--- config.mk ---
export PLATFORM = sky130hd
export DESIGN_NAME = smsu_top
export DESIGN_NICKNAME = d
export VERILOG_FILES = /design/src/shared/smsu_pkg.sv /design/src/shared/smsu_sync_if.sv /design/src/design/smsu_sync.sv /design/src/design/smsu_top.sv
export SDC_FILE = /design/constraint.sdc
export NUM_CORES = 1
export LEC_CHECK = 0
export BUFFER_PORTS_ARGS = -buffer_cell sky130_fd_sc_hd__buf_2
export CAP_MARGIN = 20
export CORE_MARGIN = 1
export CORE_UTILIZATION = 44
export CTS_CLUSTER_SIZE = 20
export DETAILED_ROUTE_END_ITERATION = 12
export PLACE_DENSITY_LB_ADDON = 0.15
export SLEW_MARGIN = 20
export SYNTH_ARGS = -nofsm -noshare
export SYNTH_HDL_FRONTEND = slang
export SYNTH_HIERARCHICAL = 1
export SYNTH_SLANG_ARGS = --single-unit
--- constraint.sdc ---
create_clock -name mclk -period 1.15 [get_ports mclk]
set_input_delay 0.1725 -clock mclk [delete_from_list [all_inputs] [get_ports mclk]]
set_output_delay 0.1725 -clock mclk [all_outputs]
set_load 0.02 [all_outputs]
--- src/shared/smsu_pkg.sv ---
// Purpose: constants and types of the supply monitor status unit
// Assumes: 8-bit register port, one clock
// Notes: none
// How it works
// - the synchronised warning comparator reads live at bit 1 and ignores writes.
// - only hardware sets or clears the warning flag: 1 below threshold, 0 above.
// - with the enable set, each rising or falling crossing raises an interrupt request.
// - the request reaches the cpu only with enable bit 0 set and the cpu mask clear.
// - entering the service routine clears the pending request with no register access.
// - in wait the unit runs on and a pending request wakes the device.
// - in halt the register contents freeze and the request cannot wake the device.
// - the warning threshold comes from bits 1:0 of the threshold register at 3Eh.
// - an undervoltage reset sets bit 2, and a read of the register outside halt clears it.
// - external or watchdog resets leave the undervoltage reset flag as it was.
// - with the undervoltage unit disabled the flag value is undefined to software.
// - on an internal clock a dip shorter than about 33us may reset without the flag.
// - on the external clock the flag stays clear in halt and needs above 10 MHz in run.
// - bits 6:5 hold the two low oscillator trim bits, written by software after reset.
package smsu_pkg;
	localparam int ADDR_W = 8;
	localparam int DATA_W = 8;
	localparam int EVT_W = 3;
	localparam logic [ADDR_W-1:0] CTRL_STATUS_OFS = 8'h3A;
	localparam logic [ADDR_W-1:0] THRESH_SEL_OFS = 8'h3E;
	localparam logic [ADDR_W-1:0] EVT_STATUS_OFS = 8'h40;
	localparam logic [ADDR_W-1:0] EVT_MASK_OFS = 8'h41;
	localparam int IRQ_EN_BIT = 0;
	localparam int WARN_FLAG_BIT = 1;
	localparam int LVR_FLAG_BIT = 2;
	localparam int TRIM_LSB = 5;
	localparam int TRIM_MSB = 6;
	localparam int THRESH_LSB = 0;
	localparam int THRESH_MSB = 1;
	localparam int EVT_FALL_BIT = 0;
	localparam int EVT_RISE_BIT = 1;
	localparam int EVT_LVR_BIT = 2;
	localparam logic [1:0] TRIM_RESET = 2'h3;
	localparam logic [1:0] THRESH_RESET = 2'h3;
	localparam logic [EVT_W-1:0] EVT_RESET = 3'h0;
	localparam logic [DATA_W-1:0] READ_ZERO = 8'h00;
	typedef enum logic [1:0] {
		LVR_CAPTURE = 2'b01,
		LVR_RUN = 2'b10
	} smsu_lvr_state_type;
endpackage : smsu_pkg

--- src/shared/smsu_sync_if.sv ---
// Purpose: synchronised comparator level and crossing events
// Assumes: single clock domain on both ends
// Notes: freeze stops level updates while halted
`timescale 1ns/100ps
interface smsu_sync_if;
	logic warnLevel;
	logic riseEvt;
	logic fallEvt;
	logic freeze;
	modport prod (output warnLevel, output riseEvt, output fallEvt, input freeze);
	modport cons (input warnLevel, input riseEvt, input fallEvt, output freeze);
endinterface : smsu_sync_if

--- src/design/smsu_sync.sv ---
// Purpose: comparator synchroniser and crossing detector
// Assumes: comparator output is asynchronous to mclk
// Notes: a change counts once second and third stages agree
`timescale 1ns/100ps
module smsu_sync (
	input wire logic mclk,
	input wire logic rstn,
	input wire logic cmpAsync,
	smsu_sync_if.prod sync
);
	import smsu_pkg::*;

	logic stage1_reg;
	logic stage2_reg;
	logic stage3_reg;
	logic level_reg;
	logic rise_reg;
	logic fall_reg;

	// ----------------------------------------
	// three stage synchroniser
	// ----------------------------------------
	always_ff @(posedge mclk or negedge rstn) begin
		if (!rstn) begin
			stage1_reg <= 1'b0;
			stage2_reg <= 1'b0;
			stage3_reg <= 1'b0;
		end else begin
			stage1_reg <= cmpAsync;
			stage2_reg <= stage1_reg;
			stage3_reg <= stage2_reg;
		end
	end

	// ----------------------------------------
	// level and crossing events
	// ----------------------------------------
	always_ff @(posedge mclk or negedge rstn) begin
		if (!rstn) begin
			level_reg <= 1'b0;
			rise_reg <= 1'b0;
			fall_reg <= 1'b0;
		end else begin
			rise_reg <= 1'b0;
			fall_reg <= 1'b0;
			if (!sync.freeze && stage2_reg == stage3_reg && stage3_reg != level_reg) begin
				level_reg <= stage3_reg;
				rise_reg <= stage3_reg;
				fall_reg <= !stage3_reg;
			end
		end
	end

	assign sync.warnLevel = level_reg;
	assign sync.riseEvt = rise_reg;
	assign sync.fallEvt = fall_reg;
endmodule : smsu_sync

--- src/design/smsu_top.sv ---
// Purpose: supply monitor status, trim and interrupt registers
// Assumes: cpu drives halt, wait, mask and service acknowledge on mclk
// Notes: undervoltage flag survives warm resets, only rstn or a status register read clears it
`timescale 1ns/100ps
module smsu_top (
	input wire logic mclk,
	input wire logic rstn,
	input wire logic [smsu_pkg::ADDR_W-1:0] regAddr,
	input wire logic [smsu_pkg::DATA_W-1:0] regWdata,
	input wire logic regWr,
	input wire logic regRd,
	output logic [smsu_pkg::DATA_W-1:0] regRdata,
	input wire logic cmpAsync,
	input wire logic warmReset,
	input wire logic lvrCause,
	input wire logic lvrEnable,
	input wire logic lvrShortDip,
	input wire logic extClkSel,
	input wire logic extClkFast,
	input wire logic haltMode,
	input wire logic waitMode,
	input wire logic cpuIntMask,
	input wire logic intAck,
	output logic cpuIrq,
	output logic waitWake,
	output logic [1:0] oscTrimLowBits,
	output logic [1:0] warnThresholdField,
	output logic irqOut
);
	import smsu_pkg::*;

	// ----------------------------------------
	// declarations
	// ----------------------------------------
	smsu_lvr_state_type lvrState_reg;
	logic [1:0] trim_reg;
	logic irqEnable_reg;
	logic lvrFlag_reg;
	logic [1:0] thresh_reg;
	logic warnPending_reg;
	logic cpuIrq_reg;
	logic waitWake_reg;
	logic [EVT_W-1:0] evtStatus_reg;
	logic [EVT_W-1:0] evtMask_reg;
	logic irqOut_reg;
	logic [DATA_W-1:0] rdata_reg;
	logic [DATA_W-1:0] rdata_next;
	logic lvrSet;
	logic crossEvt;
	logic ctrlWr;
	logic ctrlRd;
	logic [EVT_W-1:0] evtSet;

	smsu_sync_if syncBus ();

	// ----------------------------------------
	// helpers
	// ----------------------------------------
	function automatic logic hitWr(input logic [ADDR_W-1:0] ofs);
		hitWr = regWr && regAddr == ofs && !haltMode;
	endfunction : hitWr

	function automatic logic lvrQualifies(
		input logic extSel,
		input logic fast,
		input logic halted,
		input logic shortDip
	);
		if (extSel) begin
			lvrQualifies = fast && !halted;
		end else begin
			lvrQualifies = !shortDip;
		end
	endfunction : lvrQualifies

	// ----------------------------------------
	// comparator synchroniser
	// ----------------------------------------
	smsu_sync syncUnit (
		.mclk(mclk),
		.rstn(rstn),
		.cmpAsync(cmpAsync),
		.sync(syncBus.prod)
	);

	assign syncBus.freeze = haltMode;

	// ----------------------------------------
	// decode
	// ----------------------------------------
	assign ctrlWr = hitWr(CTRL_STATUS_OFS);
	assign ctrlRd = regRd && regAddr == CTRL_STATUS_OFS && !haltMode;
	assign crossEvt = syncBus.riseEvt || syncBus.fallEvt;
	assign lvrSet = lvrState_reg == LVR_CAPTURE && lvrCause
		&& lvrQualifies(extClkSel, extClkFast, haltMode, lvrShortDip);

	// ----------------------------------------
	// reset cause capture
	// ----------------------------------------
	always_ff @(posedge mclk or negedge rstn) begin
		if (!rstn) begin
			lvrState_reg <= LVR_CAPTURE;
		end else begin
			case (lvrState_reg)
				LVR_CAPTURE: begin
					lvrState_reg <= LVR_RUN;
				end
				LVR_RUN: begin
					if (warmReset) begin
						lvrState_reg <= LVR_CAPTURE;
					end
				end
				default: begin
					lvrState_reg <= LVR_CAPTURE;
				end
			endcase
		end
	end

	// ----------------------------------------
	// undervoltage reset flag
	// ----------------------------------------
	always_ff @(posedge mclk or negedge rstn) begin
		if (!rstn) begin
			lvrFlag_reg <= 1'b0;
		end else if (lvrSet) begin
			lvrFlag_reg <= 1'b1;
		end else if (ctrlRd) begin
			lvrFlag_reg <= 1'b0;
		end
	end

	// ----------------------------------------
	// control bits and threshold
	// ----------------------------------------
	always_ff @(posedge mclk or negedge rstn) begin
		if (!rstn) begin
			trim_reg <= TRIM_RESET;
			irqEnable_reg <= 1'b0;
		end else if (warmReset) begin
			trim_reg <= TRIM_RESET;
			irqEnable_reg <= 1'b0;
		end else if (ctrlWr) begin
			trim_reg <= regWdata[TRIM_MSB:TRIM_LSB];
			irqEnable_reg <= regWdata[IRQ_EN_BIT];
		end
	end

	always_ff @(posedge mclk or negedge rstn) begin
		if (!rstn) begin
			thresh_reg <= THRESH_RESET;
		end else if (warmReset) begin
			thresh_reg <= THRESH_RESET;
		end else if (hitWr(THRESH_SEL_OFS)) begin
			thresh_reg <= regWdata[THRESH_MSB:THRESH_LSB];
		end
	end

	// ----------------------------------------
	// warning interrupt
	// ----------------------------------------
	always_ff @(posedge mclk or negedge rstn) begin
		if (!rstn) begin
			warnPending_reg <= 1'b0;
		end else if (warmReset) begin
			warnPending_reg <= 1'b0;
		end else if (crossEvt && irqEnable_reg) begin
			warnPending_reg <= 1'b1;
		end else if (intAck) begin
			warnPending_reg <= 1'b0;
		end
	end

	always_ff @(posedge mclk or negedge rstn) begin
		if (!rstn) begin
			cpuIrq_reg <= 1'b0;
			waitWake_reg <= 1'b0;
		end else begin
			cpuIrq_reg <= warnPending_reg && irqEnable_reg && !cpuIntMask;
			waitWake_reg <= warnPending_reg && irqEnable_reg && waitMode
				&& !haltMode;
		end
	end

	// ----------------------------------------
	// event status and mask
	// ----------------------------------------
	always_comb begin
		evtSet = EVT_RESET;
		evtSet[EVT_FALL_BIT] = syncBus.riseEvt;
		evtSet[EVT_RISE_BIT] = syncBus.fallEvt;
		evtSet[EVT_LVR_BIT] = lvrSet;
	end

	always_ff @(posedge mclk or negedge rstn) begin
		if (!rstn) begin
			evtStatus_reg <= EVT_RESET;
		end else if (hitWr(EVT_STATUS_OFS)) begin
			evtStatus_reg <= (evtStatus_reg & ~regWdata[EVT_W-1:0]) | evtSet;
		end else begin
			evtStatus_reg <= evtStatus_reg | evtSet;
		end
	end

	always_ff @(posedge mclk or negedge rstn) begin
		if (!rstn) begin
			evtMask_reg <= EVT_RESET;
		end else if (hitWr(EVT_MASK_OFS)) begin
			evtMask_reg <= regWdata[EVT_W-1:0];
		end
	end

	always_ff @(posedge mclk or negedge rstn) begin
		if (!rstn) begin
			irqOut_reg <= 1'b0;
		end else begin
			irqOut_reg <= |(evtStatus_reg & evtMask_reg);
		end
	end

	// ----------------------------------------
	// read port
	// ----------------------------------------
	always_comb begin
		rdata_next = READ_ZERO;
		case (regAddr)
			CTRL_STATUS_OFS: begin
				rdata_next[TRIM_MSB:TRIM_LSB] = trim_reg;
				rdata_next[LVR_FLAG_BIT] = lvrFlag_reg && lvrEnable;
				rdata_next[WARN_FLAG_BIT] = syncBus.warnLevel;
				rdata_next[IRQ_EN_BIT] = irqEnable_reg;
			end
			THRESH_SEL_OFS: begin
				rdata_next[THRESH_MSB:THRESH_LSB] = thresh_reg;
			end
			EVT_STATUS_OFS: begin
				rdata_next[EVT_W-1:0] = evtStatus_reg;
			end
			EVT_MASK_OFS: begin
				rdata_next[EVT_W-1:0] = evtMask_reg;
			end
			default: begin
				rdata_next = READ_ZERO;
			end
		endcase
	end

	always_ff @(posedge mclk or negedge rstn) begin
		if (!rstn) begin
			rdata_reg <= READ_ZERO;
		end else if (regRd) begin
			rdata_reg <= rdata_next;
		end else begin
			rdata_reg <= READ_ZERO;
		end
	end

	// ----------------------------------------
	// outputs
	// ----------------------------------------
	assign regRdata = rdata_reg;
	assign cpuIrq = cpuIrq_reg;
	assign waitWake = waitWake_reg;
	assign oscTrimLowBits = trim_reg;
	assign warnThresholdField = thresh_reg;
	assign irqOut = irqOut_reg;

	// ----------------------------------------
	// checks
	// ----------------------------------------
	warnFlagRead_a: assert property (
		@(posedge mclk) disable iff (!rstn)
		regRd && regAddr == CTRL_STATUS_OFS
		|=> rdata_reg[WARN_FLAG_BIT] == $past(syncBus.warnLevel))
		else $error("warning flag read mismatch");

	warnHwOnly_a: assert property (
		@(posedge mclk) disable iff (!rstn)
		!syncBus.riseEvt && !syncBus.fallEvt |-> $stable(syncBus.warnLevel))
		else $error("warning flag changed without a crossing");

	crossPending_a: assert property (
		@(posedge mclk) disable iff (!rstn)
		crossEvt && irqEnable_reg && !warmReset |=> warnPending_reg)
		else $error("crossing did not raise a request");

	cpuIrqGate_a: assert property (
		@(posedge mclk) disable iff (!rstn)
		cpuIrq_reg |-> $past(warnPending_reg) && $past(irqEnable_reg) && !$past(cpuIntMask))
		else $error("cpu request without enable or with mask");

	ackClear_a: assert property (
		@(posedge mclk) disable iff (!rstn)
		intAck && !(crossEvt && irqEnable_reg) ##1 !crossEvt |=> !cpuIrq_reg)
		else $error("acknowledge did not clear request");

	waitWake_a: assert property (
		@(posedge mclk) disable iff (!rstn)
		waitMode && !haltMode && warnPending_reg && irqEnable_reg |=> waitWake_reg)
		else $error("pending request did not wake from wait");

	haltFreeze_a: assert property (
		@(posedge mclk) disable iff (!rstn)
		haltMode && !warmReset |=> $stable(trim_reg) && $stable(irqEnable_reg)
			&& $stable(syncBus.warnLevel) && !waitWake_reg)
		else $error("state changed during halt");

	threshWrite_a: assert property (
		@(posedge mclk) disable iff (!rstn)
		hitWr(THRESH_SEL_OFS) && !warmReset
		|=> thresh_reg == $past(regWdata[THRESH_MSB:THRESH_LSB]))
		else $error("threshold write lost");

	lvrReadClear_a: assert property (
		@(posedge mclk) disable iff (!rstn)
		ctrlRd && !lvrSet |=> !lvrFlag_reg)
		else $error("read did not clear undervoltage flag");

	lvrWarmKeep_a: assert property (
		@(posedge mclk) disable iff (!rstn)
		warmReset && lvrFlag_reg && !ctrlRd |=> lvrFlag_reg)
		else $error("warm reset cleared undervoltage flag");

	lvrExtHalt_a: assert property (
		@(posedge mclk) disable iff (!rstn)
		extClkSel && haltMode && !lvrFlag_reg |=> !lvrFlag_reg)
		else $error("undervoltage flag set in halt on external clock");

	trimWrite_a: assert property (
		@(posedge mclk) disable iff (!rstn)
		ctrlWr && !warmReset |=> trim_reg == $past(regWdata[TRIM_MSB:TRIM_LSB]))
		else $error("trim bits write lost");
endmodule : smsu_top

# [Word-level counts from Yosys, hierarchy flattened]
# Index checks and enable logic that the tools add are counted.
[word_totals] regBits=32 inputBits=31 out_inout_bits=15 elab_cells=84
[classes] n_eq_ne=9 n_mux=21 bitwise_logic=5 reduce_logical=31
[ops] operator="$logic_and 1x1->1" count=21
[ops] operator="$eq 8x6->1 const B" count=2
[ops] operator="$eq 8x7->1 const B" count=2
[ops] operator="$mux 2" count=6
[ops] operator="$mux 1" count=10
[ops] operator="$pmux 2 s4" count=1
[ops] operator="$mux 7" count=1
[ops] operator="$and 3x3->3" count=2
[ops] operator="$or 3x3->3" count=2
[ops] operator="$reduce_bool 2->1" count=3
[ops] operator="$logic_not 1->1" count=4
[ops] operator="$pmux 2 s2" count=1
[ops] operator="$mux 3" count=1
[ops] operator="$not 3->3" count=1
[ops] operator="$pmux 1 s3" count=1
[ops] operator="$reduce_bool 3->1" count=1
[ops] operator="$reduce_or 3->1" count=1
[ops] operator="$eq 2x1->1 const B" count=1
[ops] operator="$eq 2x2->1 const B" count=1
[ops] operator="$ne 2x2->1 const B" count=1
[ops] operator="$eq 1x1->1" count=1
[ops] operator="$logic_or 1x1->1" count=1
[ops] operator="$ne 1x1->1" count=1

# [Longest topological paths before layout]
[depth] depth_word=6 depth_mapped=4 ltp_nobuf=3

# [Modules after synthesis]
# The synthesis kept the hierarchy.
[modules_own_cells] module="smsu_top" instances=1 cells_per_inst=105 area_each_um2=1164.9 seq_area_each_um2=581.8
[modules_own_cells] module="smsu_sync" instances=1 cells_per_inst=12 area_each_um2=196.4 seq_area_each_um2=150.1

# [Worst setup path after synthesis]
# OpenSTA, ideal clock, no wires.
[synth_timing] kind="input -> register" startpoint="input port regAddr[2] (netlist bit)" endpoint="register evtMask_reg[0]" arrival_time_ps=1628 setup_slack_ps=-603 path_stages=4 n_path_buf=1 path_cell_list="buf_6 -> or4b_4 -> or4_4 -> mux2_4"
[synth_between] elab_chain_len=3
[synth_lines] item="start, declared" line_no="smsu_top.sv:8" text="input wire logic [smsu_pkg::ADDR_W-1:0] regAddr,"
[synth_lines] item="$eq 8x7->1" line_no="smsu_top.sv:60" text="hitWr = regWr && regAddr == ofs && !haltMode;"
[synth_lines] item="$logic_and 1x1->1 (2 in a row)" line_no="smsu_top.sv:60"
[synth_lines] item="end signal, assigned" line_no="smsu_top.sv:209" text="evtMask_reg <= regWdata[EVT_W-1:0];"
[synth_lines] item="end, declared" line_no="smsu_top.sv:44" text="logic [EVT_W-1:0] evtMask_reg;"
# No other way between the ends.
# A chain may end at the register's enable or synchronous reset.

# [Worst setup path in the final report]
[layout_timing] startpoint="input port regAddr[7] (netlist bit)" endpoint="register evtMask_reg[2]"
# Same word-level chain as after synthesis.

==> metrics list <==
- Floorplan core area: between 2000 and 3000 µm²
- Period utilization: 118%
- In this run the cell area of the synthesized design comes to 1360 µm².
- Number of nets with antenna violations after routing: 0
- Post-DR wirelength/cell: 15.2 µm
- The floorplan step set the die height to between 50 and 60 µm.
- The first routing iteration left 42 violations.
- Standard cell with the maximum stage delay on the critical path: or4b_4
* Met1 WL: around 1.4 mm
- First-pass GRT wire length: 5.21 mm
* Total congestion overflow: 0
* Fin crit period: between 1 and 1.5 ns
- RSZ-0062 raised after global routing: true
- The number of antenna violations at the first check in global routing is 0.
- Worst setup slack after layout: -0.213 ns
- Crit path arrival time: 1.59 ns
- # setup viols final: 8
* Die X: between 50 and 60 µm
- The H-tree generated during clock tree synthesis spans 2 levels.
- The clock passes through at most 2 buffers.
* Maximum fanout count along the critical path: 3
- CP Capture Type: flip-flop
- Post-CTS clock slew at the launch and capture registers of the worst setup and hold paths: roughly 0.090 ns
- Top delay family on crit path: simple AND/OR/NAND/NOR gates
- After detailed routing, the number of vias per cell comes to 5.25.
- Largest stage delay on the critical path: 0.54 ns
- FF-to-FF Start: lvrState_reg[0]
- The congestion estimate from routability-driven global placement came to 0.883.
* Buffer cell driving the clock tree root: clkbuf_4
- The repair_antennas step left the layout with diodes totalling 0.
* Violated checks: DRC, setup timing
* Highest routed layer: met4
* Mean instance size in the synthesized netlist: about 12 µm²
- Reg2Reg Setup Slack: 0.08 ns
* Total of buffers placed on input and output ports: 39
- Worst VDD drop: 0.734 mV
- The worst hold path belongs to the class in -> reg.
- The run finished, with violations left.
* Hold Vio Cnt, Final: 0
- The tool flagged a number of max-cap violations equal to 0.
- The Yosys step of the flow raised 6 warnings.
* Met2 Routed Length: 1.63 mm
- Finished Core Util: about two thirds
- Routed Wire Length: 3.29 mm
- Beginning of the worst hold path: regWdata[5]
- Number of nets in the finished design: 215
* Clock sink count: 29
- Counting cells, the worst reg-to-reg path comes to 4.
- Die footprint: ~3300 µm²
- The worst setup path is of the in -> reg kind.
- The number of buffers and inverters on the critical path is 1.
- Number of buffers added by the clock tree synthesis step: 5
* Instance count of the mapped netlist: 117
- TritonCTS built the clock tree.
- Clk_lat worst skew: 0.34 ns
- Largest net degree at the start of global routing: 30
* All-layer global routing usage: approximately 22%
- Final Slew Violations: 0
* Number of placed I/O pins: 46
- Based on the critical path, the design can be clocked at up to 734 MHz.
- The worst setup path is launched from an input pin.
- Once the floorplan was initialized, standard cells occupied 47.7% of the core.
* Number of flip-flops under the largest register name: 5
- Met3 routed wirelength: 184 µm
* Number of cells on the worst hold path: 3
* Required @ worst endpoint: 1.38 ns
- Yosys reg bits: 29
- Capturing point of the worst reg2reg path: lvrFlag_reg
* Routed vias: 1,135
- For the final database, setup skew stands at 0.00762 ns.
- Cells with a size suffix above 1 make up approximately 50% of the layout.
- Power density over the cells: 1210 nW/µm²
* List of cells traversed by the critical path: buf_6 > or4b_4 > or4_4 > mux2_4
- Sequential share of the synthesized area: 53.8%
- The first detailed-routing pass took 9 iterations.
- Vias in the first global route: 1,163
- From synthesis to final layout, the design area changed by 42.5%.
* HPWL Detailed: around 2.3 mm
* Fin Hold WS: about 0.064 ns
- For hold timing, the worst endpoint is oscTrimLowBits[0].
* Number of unique standard cell types used by synthesis: 41
- Static Leakage: 0.954 nW
- DRC: 6
- Site Rows: 19
-- final cells by class --
cell class	instances	area, µm²
flip-flops and latches	29	732
multi-input cells	78	631
repair buffers	65	443
clock inverters	2	35.0
well taps	31	38.8
fillers	244	913
clock buffers	6	41.3
inverters	5	18.8
-- layout by cell type, fill, tap and decap left out, types with 3 or more instances in the layout --
| cell type | count |
|---|---|
| nand2_1 | 3 |
| mux2i_1 | 9 |
| nor2_1 | 12 |
| buf_4 | 21 |
| clkbuf_4 | 5 |
| o21ai_0 | 4 |
| nand2b_1 | 3 |
| mux2_4 | 3 |
| inv_1 | 5 |
| dfrtp_1 | 24 |
| buf_2 | 33 |
| dlygate4sd3_1 | 3 |
| nor4b_1 | 3 |
| buf_6 | 8 |
| nor3b_1 | 3 |
| dfstp_2 | 5 |
| nor3_1 | 4 |
| nand4_1 | 3 |
| conb_1 | 3 |
-- per-stage QoR --
stage               setup slack [ns]  setup TNS [ns]  power [mW]  cells  cell area, µm²
floorplan                     -0.501           -3.46        1.33    119            1390
global placement              -0.556           -4.77        1.47    200            1700
detailed placement            -0.585           -4.97        1.48    200            1700
CTS                           -0.211          -0.840        2.31    214            1880
global route                  -0.231          -0.995        2.43    216            1940
finish                        -0.213          -0.799        2.34    216            1940
-- synth_stat cells --
master,count,area [µm²]
or4b_4,1,13.8
nand2_1,3,11.3
mux2_2,1,11.3
dfrtp_1,24,601
nor2b_4,1,13.8
and2b_2,1,8.76
or4_4,1,11.3
conb_1,1,3.75
dfstp_2,5,131
nor4b_1,3,26.3
and3b_1,1,8.76
nor2_1,12,45.0
and3_1,2,12.5
a21bo_2,1,10.0
nor3b_1,3,22.5
nand4_1,3,18.8
nand2b_1,3,18.8
nand4bb_1,1,11.3
buf_4,3,22.5
nor4_1,2,12.5
clkdlybuf4s15_2,1,11.3
nor2b_1,1,6.26
a21boi_0,1,7.51
a21oi_1,1,5.00
o211ai_1,1,7.51
a222oi_1,1,10.0
nor3_1,5,25.0
and3b_2,1,10.0
or4_2,1,8.76
or3_4,1,11.3
inv_1,5,18.8
clkbuf_1,2,7.51
mux2_4,3,45.0
a21o_1,2,15.0
or2b_2,1,8.76
o21ai_0,4,20.0
nand3_1,1,5.00
buf_6,1,11.3
nand3b_1,1,7.51
o21a_1,2,15.0
mux2i_1,9,90.1
-- routing by layer --
metal / vias to the layer above / GRT usage, %
li1: 542 / -
met1: 551 / 25.7
met2: 34 / 36.5
met3: 8 / 6.25
met4: 0 / 12.5
met5: - / 0
-- cell families (layout without fill, tap and decap cells) --
family | count (synthesis) | count (layout) | share of synthesized area [%]
AOI/OAI and AO/OA | 13 | 13 | 6.62
buffers and inverters | 12 | 78 | 5.24
and+or+nand+nor | 49 | 49 | 23.3
muxes | 13 | 13 | 10.8
other | 1 | 3 | 0.275
DFF | 29 | 29 | 53.8
-- how the worst max path moves through the flow --
stage                          start        endpoint  slack (ns)  cells after the start
after floorplan           regAddr[2]  evtMask_reg[0]       -0.50                      4
after global placement    regAddr[7]  evtMask_reg[2]       -0.56                      4
after detailed placement  regAddr[7]  evtMask_reg[2]       -0.59                      4
after CTS                 regAddr[7]  evtMask_reg[2]       -0.21                      4
after global routing      regAddr[7]  evtMask_reg[1]       -0.23                      4
final                     regAddr[7]  evtMask_reg[2]       -0.21                      4
-- what timing repair did --
| action | 4_1_cts | 5_1_grt |
|---|---|---|
| pin swaps | 1 | 1 |
| hold endpoints to repair | 26 | 0 |
| setup endpoints to repair | 10 | 12 |
| gates resized for setup | 13 | 7 |
| setup buffers | 3 | 2 |
| hold buffers | 3 | 0 |
-- where the power goes --
| part | total, mW | internal [mW] | switching [mW] |
|---|---|---|---|
| logic | 0.360 | 0.196 | 0.164 |
| clock network | 0.817 | 0.455 | 0.362 |
| registers | 1.16 | 1.11 | 0.0544 |
| total | 2.34 | 1.76 | 0.580 |
-- tightest hold or removal path, delay by kind of cell --
kind	cells	cell delay [ns]
buffers and inverters	1	0.09
muxes	1	0.07
and+or+nand+nor	1	0.07
No activity file was read; power rests on OpenSTA's default activity.
